File: config.mk
export PLATFORM = sky130hd
export DESIGN_NAME = clock_source_and_power_modes
export DESIGN_NICKNAME = d
export VERILOG_FILES = /design/src/clk_mode_pkg.sv /design/src/clock_source_and_power_modes.sv
export SDC_FILE = /design/constraint.sdc
export NUM_CORES = 1
export LEC_CHECK = 0
export ABC_AREA = 1
export ABC_CLOCK_PERIOD_IN_PS = 5130
export BUFFER_PORTS_ARGS = -buffer_cell sky130_fd_sc_hd__buf_2
export CORE_UTILIZATION = 43
export CTS_CLUSTER_DIAMETER = 60
export CTS_CLUSTER_SIZE = 10
export DETAILED_ROUTE_END_ITERATION = 6
export GPL_TIMING_DRIVEN = 0
export PLACE_DENSITY = 0.73
export RECOVER_POWER = 100
export SLEW_MARGIN = 20
export SYNTH_ARGS = -nofsm -noshare
export SYNTH_HDL_FRONTEND = slang
export SYNTH_SLANG_ARGS = --single-unit
File: constraint.sdc
create_clock -name clk -period 5.13 [get_ports clk]
set_input_delay 1.026 -clock clk [delete_from_list [all_inputs] [get_ports clk]]
set_output_delay 1.026 -clock clk [all_outputs]
set_load 0.01 [all_outputs]
File: src/clk_mode_pkg.sv
// constants for the clock source and operating mode controller
package clk_mode_pkg;
    // oscillator nominal rates
    localparam int unsigned FAST_OSC_HZ     = 20_000_000;
    localparam int unsigned SLOW_OSC_HZ     = 32_000;
    localparam int unsigned CLK_HZ          = 20_000_000;
    // half slow clock period in fast cycles, rounded down
    localparam int unsigned SLOW_TICK_CYC   = CLK_HZ / (2 * SLOW_OSC_HZ);
    // oscillator settle times in microseconds and derived cycle counts
    localparam int unsigned FAST_SETTLE_US  = 16;
    localparam int unsigned SLOW_SETTLE_US  = 100;
    localparam int unsigned FAST_SETTLE_CYC = (FAST_SETTLE_US * (CLK_HZ / 1_000_000));
    localparam int unsigned SLOW_SETTLE_CYC = (SLOW_SETTLE_US * (CLK_HZ / 1_000_000));

    // register byte offsets
    localparam logic [7:0] MODE_REG_OFF = 8'h00;
    localparam logic [7:0] CTRL_REG_OFF = 8'h04;
    localparam logic [7:0] STAT_REG_OFF = 8'h08;
    localparam logic [7:0] HALT_REG_OFF = 8'h0C;

    // mode and control register fields
    localparam int FAST_SEL_BIT   = 0;
    localparam int IDLE_EN_BIT    = 1;
    localparam int FAST_RDY_BIT   = 2;
    localparam int SLOW_RDY_BIT   = 3;
    localparam int DIV_LSB        = 5;
    localparam int DIV_MSB        = 7;
    localparam int SYSCLK_KEEP_BIT = 7;
    localparam logic [2:0] DIV_RESET       = 3'h0;
    localparam logic       FAST_SEL_RESET  = 1'b1;
    localparam logic       IDLE_EN_RESET   = 1'b1;
    localparam logic       SYSCLK_KEEP_RESET = 1'b0;

    localparam logic [1:0] RESP_OKAY   = 2'h0;
    localparam logic [1:0] RESP_SLVERR = 2'h2;

    typedef enum logic [2:0] {
        MODE_NORMAL,
        MODE_SLOW,
        MODE_SLEEP,
        MODE_IDLE0,
        MODE_IDLE1
    } op_mode_e;
endpackage

File: src/clock_source_and_power_modes.sv
// system clock source selection, glitch-free divider switching and operating modes
//
// Chosen here: the AXI4-Lite register port and the register offsets.
`timescale 1ns/1ps
module clock_source_and_power_modes #(
    parameter int unsigned FAST_SETTLE = clk_mode_pkg::FAST_SETTLE_CYC,
    parameter int unsigned SLOW_SETTLE = clk_mode_pkg::SLOW_SETTLE_CYC
) (
    input  wire logic        clk,
    input  wire logic        arst_n,
    // axi4-lite slave
    input  wire logic [7:0]  s_axi_awaddr,
    input  wire logic        s_axi_awvalid,
    output logic             s_axi_awready,
    input  wire logic [31:0] s_axi_wdata,
    input  wire logic [3:0]  s_axi_wstrb,
    input  wire logic        s_axi_wvalid,
    output logic             s_axi_wready,
    output logic [1:0]       s_axi_bresp,
    output logic             s_axi_bvalid,
    input  wire logic        s_axi_bready,
    input  wire logic [7:0]  s_axi_araddr,
    input  wire logic        s_axi_arvalid,
    output logic             s_axi_arready,
    output logic [31:0]      s_axi_rdata,
    output logic [1:0]       s_axi_rresp,
    output logic             s_axi_rvalid,
    input  wire logic        s_axi_rready,
    // cpu side
    input  wire logic        halt_req,
    input  wire logic        wake_req,
    // clock enables standing for the gated clocks, and the operating mode
    output logic             system_clock,
    output logic             cpu_clock_en,
    output logic             timebase_clock,
    output logic             sub_clock,
    output logic             wdt_clock,
    output logic             fast_osc_on,
    output logic             fast_periph_en,
    output logic [2:0]       op_mode
);
    logic       rst_meta;
    logic       rst_sync;

    always_ff @(posedge clk or negedge arst_n) begin
        if (!arst_n) begin
            rst_meta <= 1'b0;
            rst_sync <= 1'b0;
        end else begin
            rst_meta <= 1'b1;
            rst_sync <= rst_meta;
        end
    end

    wire logic rst_n = rst_sync;

    // ---------------- control bits
    logic       fast_clock_select;
    logic [2:0] sysclk_divider_field;
    logic       idle_on_halt_enable;
    logic       idle_sysclk_keep;
    logic       fast_osc_ready;
    logic       slow_osc_ready;
    clk_mode_pkg::op_mode_e mode;
    logic       src_slow;
    logic [6:0] src_ratio;

    // ---------------- axi4-lite write path
    logic       aw_held;
    logic       w_held;
    logic [7:0] aw_addr;
    logic [31:0] w_data;
    logic [3:0] w_strb;

    assign s_axi_awready = !aw_held && !s_axi_bvalid;
    assign s_axi_wready  = !w_held && !s_axi_bvalid;

    wire logic aw_now = aw_held || (s_axi_awvalid && s_axi_awready);
    wire logic w_now  = w_held || (s_axi_wvalid && s_axi_wready);
    wire logic [7:0]  wr_addr = aw_held ? aw_addr : s_axi_awaddr;
    wire logic [31:0] wr_data = w_held ? w_data : s_axi_wdata;
    wire logic [3:0]  wr_strb = w_held ? w_strb : s_axi_wstrb;
    wire logic wr_fire = aw_now && w_now && !s_axi_bvalid;

    function automatic logic known_addr(input logic [7:0] a);
        return a == clk_mode_pkg::MODE_REG_OFF || a == clk_mode_pkg::CTRL_REG_OFF
            || a == clk_mode_pkg::STAT_REG_OFF || a == clk_mode_pkg::HALT_REG_OFF;
    endfunction

    always_ff @(posedge clk or negedge rst_n) begin
        if (!rst_n) begin
            aw_held      <= 1'b0;
            w_held       <= 1'b0;
            aw_addr      <= 8'h00;
            w_data       <= 32'h0000_0000;
            w_strb       <= 4'h0;
            s_axi_bvalid <= 1'b0;
            s_axi_bresp  <= clk_mode_pkg::RESP_OKAY;
        end else begin
            if (wr_fire) begin
                aw_held      <= 1'b0;
                w_held       <= 1'b0;
                s_axi_bvalid <= 1'b1;
                s_axi_bresp  <= known_addr(wr_addr) ? clk_mode_pkg::RESP_OKAY
                                                    : clk_mode_pkg::RESP_SLVERR;
            end else begin
                if (s_axi_awvalid && s_axi_awready) begin
                    aw_held <= 1'b1;
                    aw_addr <= s_axi_awaddr;
                end
                if (s_axi_wvalid && s_axi_wready) begin
                    w_held <= 1'b1;
                    w_data <= s_axi_wdata;
                    w_strb <= s_axi_wstrb;
                end
                if (s_axi_bvalid && s_axi_bready) begin
                    s_axi_bvalid <= 1'b0;
                end
            end
        end
    end

    wire logic mode_wr = wr_fire && wr_addr == clk_mode_pkg::MODE_REG_OFF && wr_strb[0];
    wire logic ctrl_wr = wr_fire && wr_addr == clk_mode_pkg::CTRL_REG_OFF && wr_strb[0];
    // a write of bit 0 to the halt register stands for the halt instruction
    wire logic halt_wr = wr_fire && wr_addr == clk_mode_pkg::HALT_REG_OFF && wr_strb[0]
                         && wr_data[0];

    always_ff @(posedge clk or negedge rst_n) begin
        if (!rst_n) begin
            fast_clock_select    <= clk_mode_pkg::FAST_SEL_RESET;
            sysclk_divider_field <= clk_mode_pkg::DIV_RESET;
            idle_on_halt_enable  <= clk_mode_pkg::IDLE_EN_RESET;
            idle_sysclk_keep     <= clk_mode_pkg::SYSCLK_KEEP_RESET;
        end else begin
            if (mode_wr) begin
                fast_clock_select    <= wr_data[clk_mode_pkg::FAST_SEL_BIT];
                idle_on_halt_enable  <= wr_data[clk_mode_pkg::IDLE_EN_BIT];
                sysclk_divider_field <= wr_data[clk_mode_pkg::DIV_MSB:clk_mode_pkg::DIV_LSB];
            end
            if (ctrl_wr) begin
                idle_sysclk_keep <= wr_data[clk_mode_pkg::SYSCLK_KEEP_BIT];
            end
        end
    end

    // ---------------- axi4-lite read path
    logic [7:0] mode_byte;

    always_comb begin
        mode_byte = 8'h00;
        mode_byte[clk_mode_pkg::DIV_MSB:clk_mode_pkg::DIV_LSB] = sysclk_divider_field;
        mode_byte[clk_mode_pkg::SLOW_RDY_BIT] = slow_osc_ready;
        mode_byte[clk_mode_pkg::FAST_RDY_BIT] = fast_osc_ready;
        mode_byte[clk_mode_pkg::IDLE_EN_BIT]  = idle_on_halt_enable;
        mode_byte[clk_mode_pkg::FAST_SEL_BIT] = fast_clock_select;
    end

    assign s_axi_arready = !s_axi_rvalid;

    always_ff @(posedge clk or negedge rst_n) begin
        if (!rst_n) begin
            s_axi_rvalid <= 1'b0;
            s_axi_rdata  <= 32'h0000_0000;
            s_axi_rresp  <= clk_mode_pkg::RESP_OKAY;
        end else if (s_axi_arvalid && s_axi_arready) begin
            s_axi_rvalid <= 1'b1;
            s_axi_rresp  <= known_addr(s_axi_araddr) ? clk_mode_pkg::RESP_OKAY
                                                     : clk_mode_pkg::RESP_SLVERR;
            unique case (s_axi_araddr)
                clk_mode_pkg::MODE_REG_OFF: s_axi_rdata <= {24'h000000, mode_byte};
                clk_mode_pkg::CTRL_REG_OFF: s_axi_rdata <= {24'h000000, idle_sysclk_keep,
                                                            7'h00};
                clk_mode_pkg::STAT_REG_OFF: s_axi_rdata <= {29'h00000000, op_mode};
                default:                    s_axi_rdata <= 32'h0000_0000;
            endcase
        end else if (s_axi_rvalid && s_axi_rready) begin
            s_axi_rvalid <= 1'b0;
        end
    end

    // ---------------- source selection
    function automatic logic [6:0] ratio_of(input logic sel, input logic [2:0] div);
        if (sel) begin
            return 7'h01;
        end
        unique case (div)
            3'h0, 3'h1: return 7'h00;
            3'h2:       return 7'h40;
            3'h3:       return 7'h20;
            3'h4:       return 7'h10;
            3'h5:       return 7'h08;
            3'h6:       return 7'h04;
            default:    return 7'h02;
        endcase
    endfunction

    // zero ratio means the slow clock is the source
    wire logic [6:0] want_ratio = ratio_of(fast_clock_select, sysclk_divider_field);
    wire logic want_slow = want_ratio == 7'h00;

    // ---------------- operating mode
    wire logic cpu_running = mode == clk_mode_pkg::MODE_NORMAL
                          || mode == clk_mode_pkg::MODE_SLOW;

    always_ff @(posedge clk or negedge rst_n) begin
        if (!rst_n) begin
            mode <= clk_mode_pkg::MODE_NORMAL;
        end else begin
            unique case (mode)
                clk_mode_pkg::MODE_NORMAL, clk_mode_pkg::MODE_SLOW: begin
                    if (halt_req || halt_wr) begin
                        if (!idle_on_halt_enable) begin
                            mode <= clk_mode_pkg::MODE_SLEEP;
                        end else if (!idle_sysclk_keep) begin
                            mode <= clk_mode_pkg::MODE_IDLE0;
                        end else begin
                            mode <= clk_mode_pkg::MODE_IDLE1;
                        end
                    end else begin
                        mode <= src_slow ? clk_mode_pkg::MODE_SLOW : clk_mode_pkg::MODE_NORMAL;
                    end
                end
                clk_mode_pkg::MODE_SLEEP, clk_mode_pkg::MODE_IDLE0,
                clk_mode_pkg::MODE_IDLE1: begin
                    if (wake_req) begin
                        mode <= src_slow ? clk_mode_pkg::MODE_SLOW : clk_mode_pkg::MODE_NORMAL;
                    end
                end
                default: mode <= clk_mode_pkg::MODE_NORMAL;
            endcase
        end
    end

    assign op_mode = mode;

    // ---------------- oscillators
    // fast oscillator runs while a fast source is wanted or in use, in normal, slow and idle1 only
    wire logic fast_needed = (!want_slow || !src_slow)
                          && (cpu_running || (mode == clk_mode_pkg::MODE_IDLE1));
    logic [31:0] fast_settle_cnt;
    logic [31:0] slow_settle_cnt;

    always_ff @(posedge clk or negedge rst_n) begin
        if (!rst_n) begin
            fast_settle_cnt <= 32'h0000_0000;
            fast_osc_ready  <= 1'b0;
        end else if (!fast_needed) begin
            fast_settle_cnt <= 32'h0000_0000;
            fast_osc_ready  <= 1'b0;
        end else if (fast_settle_cnt >= FAST_SETTLE) begin
            fast_osc_ready  <= 1'b1;
        end else begin
            fast_settle_cnt <= fast_settle_cnt + 32'h0000_0001;
        end
    end

    // slow rc never stops: it feeds watchdog and substitute in every mode, and time base in every mode but sleep
    always_ff @(posedge clk or negedge rst_n) begin
        if (!rst_n) begin
            slow_settle_cnt <= 32'h0000_0000;
            slow_osc_ready  <= 1'b0;
        end else if (slow_settle_cnt >= SLOW_SETTLE) begin
            slow_osc_ready  <= 1'b1;
        end else begin
            slow_settle_cnt <= slow_settle_cnt + 32'h0000_0001;
        end
    end

    assign fast_osc_on = fast_needed;

    // slow clock modelled as a 32kHz toggle derived from the 20MHz reference
    logic [9:0] slow_cnt;
    logic       slow_clk;
    logic       slow_tick;

    always_ff @(posedge clk or negedge rst_n) begin
        if (!rst_n) begin
            slow_cnt  <= 10'h000;
            slow_clk  <= 1'b0;
            slow_tick <= 1'b0;
        end else if (slow_cnt == 10'(clk_mode_pkg::SLOW_TICK_CYC - 1)) begin
            slow_cnt  <= 10'h000;
            slow_clk  <= !slow_clk;
            slow_tick <= !slow_clk;
        end else begin
            slow_cnt  <= slow_cnt + 10'h001;
            slow_tick <= 1'b0;
        end
    end

    // ---------------- glitch-free divided fast clock
    // changes take effect only at the end of a whole output period; a switch to the slow clock can still leave a short low pulse
    logic [5:0] div_cnt;
    logic       fast_div_clk;

    wire logic [5:0] half_m1 = 6'((src_ratio >> 1) - 7'h01);
    wire logic period_end = src_slow ? (slow_tick == 1'b0 && slow_cnt == 10'h000 && !slow_clk)
                          : (src_ratio == 7'h01) ? 1'b1
                          : (fast_div_clk && div_cnt == half_m1);

    always_ff @(posedge clk or negedge rst_n) begin
        if (!rst_n) begin
            src_ratio <= 7'h01;
            src_slow  <= 1'b0;
        end else if (period_end && (want_slow || fast_osc_ready)) begin
            src_ratio <= want_ratio;
            src_slow  <= want_slow;
        end
    end

    always_ff @(posedge clk or negedge rst_n) begin
        if (!rst_n) begin
            div_cnt      <= 6'h00;
            fast_div_clk <= 1'b0;
        end else if (src_slow || src_ratio == 7'h01) begin
            div_cnt      <= 6'h00;
            fast_div_clk <= 1'b0;
        end else if (div_cnt == half_m1) begin
            div_cnt      <= 6'h00;
            fast_div_clk <= !fast_div_clk;
        end else begin
            div_cnt <= div_cnt + 6'h01;
        end
    end

    wire logic sys_src = src_slow ? slow_clk : (src_ratio == 7'h01) ? 1'b1 : fast_div_clk;
    wire logic sys_on  = cpu_running || mode == clk_mode_pkg::MODE_IDLE1;

    always_ff @(posedge clk or negedge rst_n) begin
        if (!rst_n) begin
            system_clock   <= 1'b0;
            cpu_clock_en   <= 1'b0;
            timebase_clock <= 1'b0;
            sub_clock      <= 1'b0;
            wdt_clock      <= 1'b0;
            fast_periph_en <= 1'b0;
        end else begin
            system_clock   <= sys_on && sys_src;
            cpu_clock_en   <= cpu_running;
            timebase_clock <= (mode != clk_mode_pkg::MODE_SLEEP) && slow_clk;
            sub_clock      <= slow_clk;
            wdt_clock      <= slow_clk;
            fast_periph_en <= !src_slow && sys_on;
        end
    end
endmodule

## Yosys cells after proc, flatten, opt, wreduce, memory -nomap -nowiden

Cells that the tools add are included.

| word-level totals | value |
|---|---|
| register bits | 166 |
| output and inout port bits | 51 |

| operators by class | value |
|---|---|
| add/sub/neg operators | 5 |
| order comparisons | 2 |
| eq/ne operators | 23 |
| multiplexer cells | 38 |
| bitwise logic cells | 2 |
| reduce and logical (&&, ||, !) cells | 62 |

Operator list:

| cell | number |
|---|---|
| $add 32x1->32 const B | 2 |
| $mux 32 | 2 |
| $pmux 7 s6 | 1 |
| $eq 8x4->1 const B | 4 |
| $ge 32x11->1 const B | 1 |
| $ge 32x9->1 const B | 1 |
| $logic_and 1x1->1 | 24 |
| $pmux 8 s3 | 1 |
| $mux 1 | 20 |
| $eq 8x3->1 const B | 2 |
| $logic_not 8->1 | 2 |
| $mux 8 | 2 |
| $logic_or 1x1->1 | 14 |
| $mux 7 | 2 |
| $eq 3x2->1 const B | 4 |
| $eq 3x3->1 const B | 4 |
| $mux 3 | 4 |
| $mux 6 | 2 |
| $add 10x1->10 const B | 1 |
| $eq 10x9->1 const B | 1 |
| $logic_not 10->1 | 1 |
| $mux 10 | 1 |
| $reduce_bool 2->1 | 5 |
| $logic_not 1->1 | 8 |
| other kinds (16) | 23 |

## Logic depth before layout (Yosys ltp)

Gate-level depths: netlist of the first run.

| depth | value |
|---|---|
| word-level depth | 12 |
| gate-level depth with buffers | 16 |

## Worst setup path before layout of the first run

OpenSTA, ideal clock, no wires.

| path | value |
|---|---|
| path type | register to output |
| from | reg sysclk_divider_field[2] |
| to | out fast_osc_on |
| data arrival time | 1.011 ns |
| required time | 4.104 ns |
| slack | 3.093 ns |
| cell stages (with the launch flop) | 7 |
| path buffers | 0 |
| path through | dfrtp_1 > nor2_1 > inv_1 > nor2_1 > inv_1 > o21ai_1 > inv_2 |

| between the ends | value |
|---|---|
| cells in the longest elaborated chain, start to end | 8 |
| elaborated cells on any way between the ends | 14 |
| those cells by class | eq/ne: 6; mux: 2; reduce/logical: 6 |

Ends and longest elaborated chain:

| item | RTL line | RTL |
|---|---|---|
| start: declaration | clock_source_and_power_modes.sv:59 | `logic [2:0] sysclk_divider_field;` |
| start signal: assignment | clock_source_and_power_modes.sv:132 | `sysclk_divider_field <= clk_mode_pkg::DIV_RESET;` |
| start signal: assignment | clock_source_and_power_modes.sv:139 | `sysclk_divider_field <= wr_data[clk_mode_pkg::DIV_MSB:clk_mode_pkg::DIV_LSB];` |
| $eq 3x1->1 or $logic_not 3->1 (tied branches) | clock_source_and_power_modes.sv:187 | `unique case (div)` |
| $reduce_or 2->1 | clock_source_and_power_modes.sv:187 |  |
| $pmux 7 s6 * | clock_source_and_power_modes.sv:187 |  |
| $mux 7 * | clock_source_and_power_modes.sv:187 |  |
| $logic_not 7->1 * | clock_source_and_power_modes.sv:200 | `wire logic want_slow = want_ratio == 7'h00;` |
| $logic_not 1->1 * | clock_source_and_power_modes.sv:239 | `wire logic fast_needed = (!want_slow \|\| !src_slow)` |
| $logic_or 1x1->1 * | clock_source_and_power_modes.sv:239 |  |
| $logic_and 1x1->1 * | clock_source_and_power_modes.sv:240 | `&& (cpu_running \|\| (mode == clk_mode_pkg::MODE_IDLE1));` |
| end: declaration | clock_source_and_power_modes.sv:38 | `output logic fast_osc_on,` |

Mark *: on every way between the ends. The rest lies on a longest branch, timed or not.

## Worst setup path in the final report of the first run

Ends and elaborated chain as after synthesis.

==> reports/results.ini, run 1 <==
[status]
status = completed

[global_routing]
grt_pass1_wl_mm = 19.3
antenna_found_initial = 0
groute.usage.overall = 0.169
grt_max_degree = 59
grt_overflow_total = 0
grt_pass1_vias = 4170

[clock_tree]
cts_resized = 0
clock_path_buffers = 2
cts_setup_buffers = 0
path_clk_slew_ps = 50
cts_num_sinks = 136
root_buffer = clkbuf_16
clock_latency_ps = 420
ctsHoldBuffers = 0
numCtsBuffers = 17
h-tree-depth = 4
cts_tree = yes

[finish]
diodes = 0
layout_common_cells = 133 x dfrtp_1, 116 x nand2_1, 97 x inv_1
final_common_cell = dfrtp_1
nFillCells = 1265
drive_gt1_frac = 0.142
area_growth_syn_to_layout_pct = 19.5
num-nets-final = 851
final_area_um2 = 7340

[routing]
wl_mm = 10.9
dr.pass1.iters = 4
postRouteAntennaNets = 0
drc = 0
initialDrtViolationCount = 207
num_vias = 4419
wl_per_cell_um = 11.2
vias_per_cell = 4.53

[floorplan]
rows = 43
die-area_um2 = 14800
core_area_um2 = 13900
die_y_um = 122
start_util = 0.441
die_w_um = 122
io_pins = 112

[timing]
finalCriticalPeriod_ps = 3250
slew_violations = 0
min_period_over_period = 0.633
finalSetupViolCount = 0
fmax_mhz = 308
finalHoldViolations = 0
finClkSkew_ps = 7.47
rsz0062_at_grt = false
setup-tns-final_ps = 0
slew_headroom = 0.360
worst_slew_pin_slew_ps = 961

[power_and_ir_drop]
p_per_area_nw_per_um2 = 404
finalPower_mw = 2.97
leakage_nw = 3.75
vdd_drop_max_uv = 241

[critical_path]
cp.required_ps = 4100
end_kind = primary output
path_class = register to primary output
crit_arrival_ps = 2220
cp-start-kind = register
critPathMaxFanout = 7

[synthesis]
yosysSeqAreaShare = 0.554
ys_ff_latch = 136
synth_edf_count = 0
synthesis.area_um2 = 6150
syn_avg_cell_area_um2 = 9.03
yosysWarnings = 0
ys_types = 42
syn_inst = 681
synthFlopType = dfrtp_1
async_flop_share = 1.00

[place]
place_area_um2 = 6800
port_buffers = 54
gp_congestion = 0.799
hpwl_mm = 7.98

[run]
drv_cap = 0

[min_path]
min_path_type = register to register

-- where the power goes --
part,leakage (nW),switching (mW),internal [mW]
registers,1.80,0.0663,1.17
clock network,0.308,0.459,0.866
logic,1.65,0.245,0.158
total,3.75,0.770,2.20
-- synthesized netlist by cell type (all sizes together) (3+ instances only) --
library cell    n  area (um^2)
a21oi          11         55.1
buf            35          245
clkbuf         22         82.6
dfrtp         133         3330
dfstp           3         78.8
ha              8          100
inv           101          379
mux2            8         90.1
mux2i           3         30.0
nand2         118          465
nand3          30          150
nand3b          3         35.0
nand4          17          119
nor2           93          374
nor3           18         90.1
nor3b           4         40.0
nor4            7         43.8
o21ai          29          145
o22ai           4         25.0
o31ai           5         37.5
xnor2           9         78.8
xor2            9         78.8
-- worst max-delay path, stage by stage (launching register included) --
cell and delay [ps]:
dfrtp_1 410, nor2_1 110, inv_1 70, nor2_1 130
inv_1 80, o21ai_0 530, inv_1 280, clkbuf_1 190
-- logic make-up after synthesis --
logic type / synth area share
and+or+nand+nor: 0.217
DFF: 0.554
other: 0.00122
AOI/OAI and AO/OA: 0.0507
xor gates and xnor gates: 0.0256
buffers and inverters: 0.115
adders and majority gates: 0.0163
muxes: 0.0195
-- routing by layer --
layer  vias up  global-route usage  routed length, um  share of wire
li1       2290                   -                  -              -
met1      2060               0.220               5150           0.47
met2        56               0.265               5240           0.48
met3        13              0.0492                333          0.031
met4         0              0.0679                157          0.014
met5         -                   0                  0              0
-- per-stage QoR --
step           std cells  utilization  setup WS [ps]  hold WS [ps]
2_1_floorplan        707            -           1070           331
3_3_place_gp         941        0.484           -398           334
3_5_place_dp         943        0.488           2590           237
4_1_cts              975        0.535           2140           234
5_1_grt              975        0.527           1640           374
6_report             975        0.527           1880           357
-- sequential cells by signal, indices dropped and copies added, names as in the netlist, 3 cells and up --
signal / count
op_mode: 3
src_ratio: 7
slow_settle_cnt: 32
aw_addr: 8
w_data: 5
fast_settle_cnt: 32
sysclk_divider_field: 3
s_axi_rdata: 7
div_cnt: 6
slow_cnt: 10
-- cell type report --
class	instances	area, um^2	area share
inverters	101	379	0.0516
flip-flops and latches	136	3410	0.464
plain buffers	57	320	0.0436
clock buffers	18	429	0.0584
well taps	180	225	0.0307
clock inverters	14	221	0.0302
repair buffers	56	297	0.0404
multi-input cells	413	2070	0.281
-- path summary, 6_finish.rpt --
path	end	start	depth (start not counted)	slack [ps]
worst max-delay path	fast_osc_on	sysclk_divider_field[2]	7	1880
worst min-delay path	rst_n	rst_meta	0	360
worst max register to register	src_ratio[1]	src_ratio[1]	15	2770
worst min register to register	rst_n	rst_meta	0	360
max in group asynchronous	aw_addr[3]	rst_n	1	3940
min in group asynchronous	rst_meta	arst_n	1	380
Power figures use the tool's default switching activity.
==> run 2, diff against run 1 <==
--- a/config.mk
+++ b/config.mk
@@ -5,15 +5,15 @@
 export SDC_FILE = /design/constraint.sdc
 export NUM_CORES = 1
 export LEC_CHECK = 0
-export ABC_AREA = 1
-export ABC_CLOCK_PERIOD_IN_PS = 5130
+export ABC_AREA = 0
+export ABC_CLOCK_PERIOD_IN_PS = 2940
 export BUFFER_PORTS_ARGS = -buffer_cell sky130_fd_sc_hd__buf_2
 export CORE_UTILIZATION = 43
 export CTS_CLUSTER_DIAMETER = 60
 export CTS_CLUSTER_SIZE = 10
 export DETAILED_ROUTE_END_ITERATION = 6
 export GPL_TIMING_DRIVEN = 0
-export PLACE_DENSITY = 0.73
+export PLACE_DENSITY = 0.76
 export RECOVER_POWER = 100
 export SLEW_MARGIN = 20
 export SYNTH_ARGS = -nofsm -noshare
==> constraint.sdc (replaced) <==
create_clock -name clk -period 2.94 [get_ports clk]
set_input_delay 0.588 -clock clk [delete_from_list [all_inputs] [get_ports clk]]
set_output_delay 0.588 -clock clk [all_outputs]
set_load 0.01 [all_outputs]
==> reports/results.ini, run 2 <==
[synthesis]
synth.top_cells.by_count = 133 x dfrtp_1, 48 x nor2_1, 30 x clkbuf_1, 28 x buf_4, 28 x nand2_1
ys_ff_latch = 136  ; unchanged
syn_avg_cell_area_um2 = 11.1  ; +23%
ys_types = 53  ; +26%
syn_inst = 536  ; -21%
synthFlopType = dfrtp_1
yosysSeqAreaShare = 0.574  ; +0.0194
synth_top_cell_by_area = dfrtp_1
yosysTopAreaCellShare = 0.560  ; +0.0189
yosysWarnings = 0  ; unchanged
synthesis.area_um2 = 5940  ; -3.4%
synth_edf_count = 0  ; unchanged
synth_area_leaders = dfrtp_1 56%, buf_4 3.5%, mux2_2 3.4%
async_flop_share = 1.00  ; unchanged
synth_most_common_cell = dfrtp_1

[clock_tree]
root_buffer = clkbuf_16
cts_resized = 0  ; unchanged
h-tree-depth = 4  ; unchanged
numCtsBuffers = 17  ; unchanged
path_clk_slew_ps = 60  ; about the same
clock_latency_ps = 410  ; about the same
cts_num_sinks = 136  ; unchanged
clock_path_buffers = 2  ; unchanged
cts_tree = yes

[timing]
worst_slew_pin_slew_ps = 1340  ; +384 ps
hold_ws_ps = 355  ; -2.07 ps
finalHoldViolations = 0  ; unchanged
finClkSkew_ps = 8.94  ; +1.47 ps
finalSetupViolCount = 0  ; unchanged
slew_violations = 0  ; unchanged
fmax_mhz = 383
min_period_over_period = 0.888
fin_ws_ps = 328  ; -1560 ps
slew_headroom = 0.103  ; -0.256
rsz0062_at_grt = false
setup-tns-final_ps = 0  ; unchanged
finalCriticalPeriod_ps = 2610

[routing]
drc = 0  ; unchanged
wl_mm = 11.0  ; +0.95%
wl_per_cell_um = 13.3  ; +19%
postRouteAntennaNets = 0  ; unchanged
initialDrtViolationCount = 187  ; -9.7%
num_vias = 4079  ; -7.7%
vias_per_cell = 4.94  ; +9.0%
dr.pass1.iters = 5  ; +1

[place]
place_area_um2 = 6580  ; -3.2%
hpwl_mm = 7.96  ; -0.16%
placed_cells = 793  ; -16%
port_buffers = 53  ; -1.9%
dp_slack_ps = 231  ; -2360 ps
gp_congestion = 0.823  ; +2.9%

[finish]
reg.largest.list = fast_settle_cnt (32), slow_settle_cnt (32), slow_cnt (10)
layoutNonFillerInstCount = 826  ; -15%
area_growth_syn_to_layout_pct = 18.6
seq_area_um2 = 3410  ; unchanged
nFillCells = 1184  ; -6.4%
num-nets-final = 706  ; -17%
drive_gt1_frac = 0.177  ; +0.0348
multiInputGateArea_um2 = 2170  ; +5.0%
final_common_cell = dfrtp_1
layout_common_cells = 133 x dfrtp_1, 57 x clkbuf_1, 48 x nor2_1
final_area_um2 = 7040  ; -4.1%
finish.utilization = 0.528  ; +0.000675
diodes = 0  ; unchanged

[power_and_ir_drop]
finalPower_mw = 4.83  ; +63%
p_per_area_nw_per_um2 = 685  ; +70%
leakage_nw = 3.37  ; -10%
vdd_drop_max_uv = 503  ; +110%

[critical_path]
end_kind = primary output
cp.required_ps = 2350  ; -1750 ps
cp-start-kind = register
path_class = register to primary output
critPathMaxFanout = 10  ; +3
crit_arrival_ps = 2020  ; -200 ps

[global_routing]
grt_pass1_wl_mm = 18.7  ; -3.1%
antenna_found_initial = 0  ; unchanged
grt_pass1_vias = 4065  ; -2.5%
groute.usage.overall = 0.167  ; -0.00205
grt_max_degree = 57  ; -3.4%
grt_overflow_total = 0  ; unchanged

[floorplan]
io_pins = 112  ; unchanged
die-area_um2 = 14300  ; -3.3%
rows = 42  ; -2.3%
die_w_um = 120  ; -1.7%
core_area_um2 = 13300  ; -4.2%
die_y_um = 120  ; -1.7%
start_util = 0.445  ; +0.00383

[status]
status = completed

[run]
drv_cap = 0  ; unchanged

[min_path]
min_path_type = input pin to register

run 2: changes by cell type after synthesis, moves of 10 or more:
cell	delta
and2_1	+25
inv_1	-71
mux2_2	+10
nand2_1	-85
nand3_1	-16
nor2_1	-39
xor2_1	+10
run 2: what timing repair did:
action,4_1_cts,5_1_grt
hold endpoints to repair,2,0
endpoints found under the setup margin,0,0
setup buffers,0,0
hold buffers,1,0
run 2: per-layer routing:
metal,track usage,part of all wire,wire [um]
met1,0.193,0.43,4760
met2,0.285,0.51,5630
met3,0.0499,0.033,366
met4,0.0742,0.021,233
met5,0,0,0
run 2: area by class of cell:
cell class / count / share of cell area
Sequential cell: 136 / 0.484
Multi-Input combinational cell: 341 / 0.308
Clock buffer: 21 / 0.0668
Buffer: 61 / 0.0476
Timing Repair Buffer: 56 / 0.0361
Tap cell: 176 / 0.0313
Clock inverter: 11 / 0.0139
Inverter: 24 / 0.0128
run 2: final timing paths:
| kind | start | to | slack (ps) | cells past startpoint |
|---|---|---|---|---|
| worst max register to register | w_held | op_mode[0] | 390 | 7 |
| min in group asynchronous | rst_n | aw_addr[4] | 440 | 0 |
| max in group asynchronous | rst_n | fast_settle_cnt[22] | 620 | 1 |
| worst min-delay path | s_axi_bready | s_axi_bvalid | 360 | 2 |
| worst min register to register | rst_meta | rst_n | 360 | 0 |
| worst max-delay path | sysclk_divider_field[1] | fast_osc_on | 330 | 5 |
run 2: kinds of logic (layout without fill, tap and decap cells):
logic type,count (synthesis),after routing,share of synthesized area
AND/OR/NAND/NOR,183,183,0.162
flip-flops,136,136,0.574
buffers and inverters,85,173,0.0718
AO/OA/AOI/OAI,56,56,0.0657
XOR/XNOR,35,35,0.0516
multiplexers,31,31,0.0569
adder cells (fa/ha/maj),8,8,0.0169
other,2,28,0.00126
run 2: where the power goes:
part / internal [mW] / switching [mW]
Clock: 1.23 / 0.765
Combinational: 0.308 / 0.363
Sequential: 2.05 / 0.120
run 2: critical path, stage by stage (launching register included):
cell and delay (ps):
dfrtp_1 430, nor3_1 460, a21o_1 230, inv_1 100
clkbuf_1 210, clkbuf_1 170
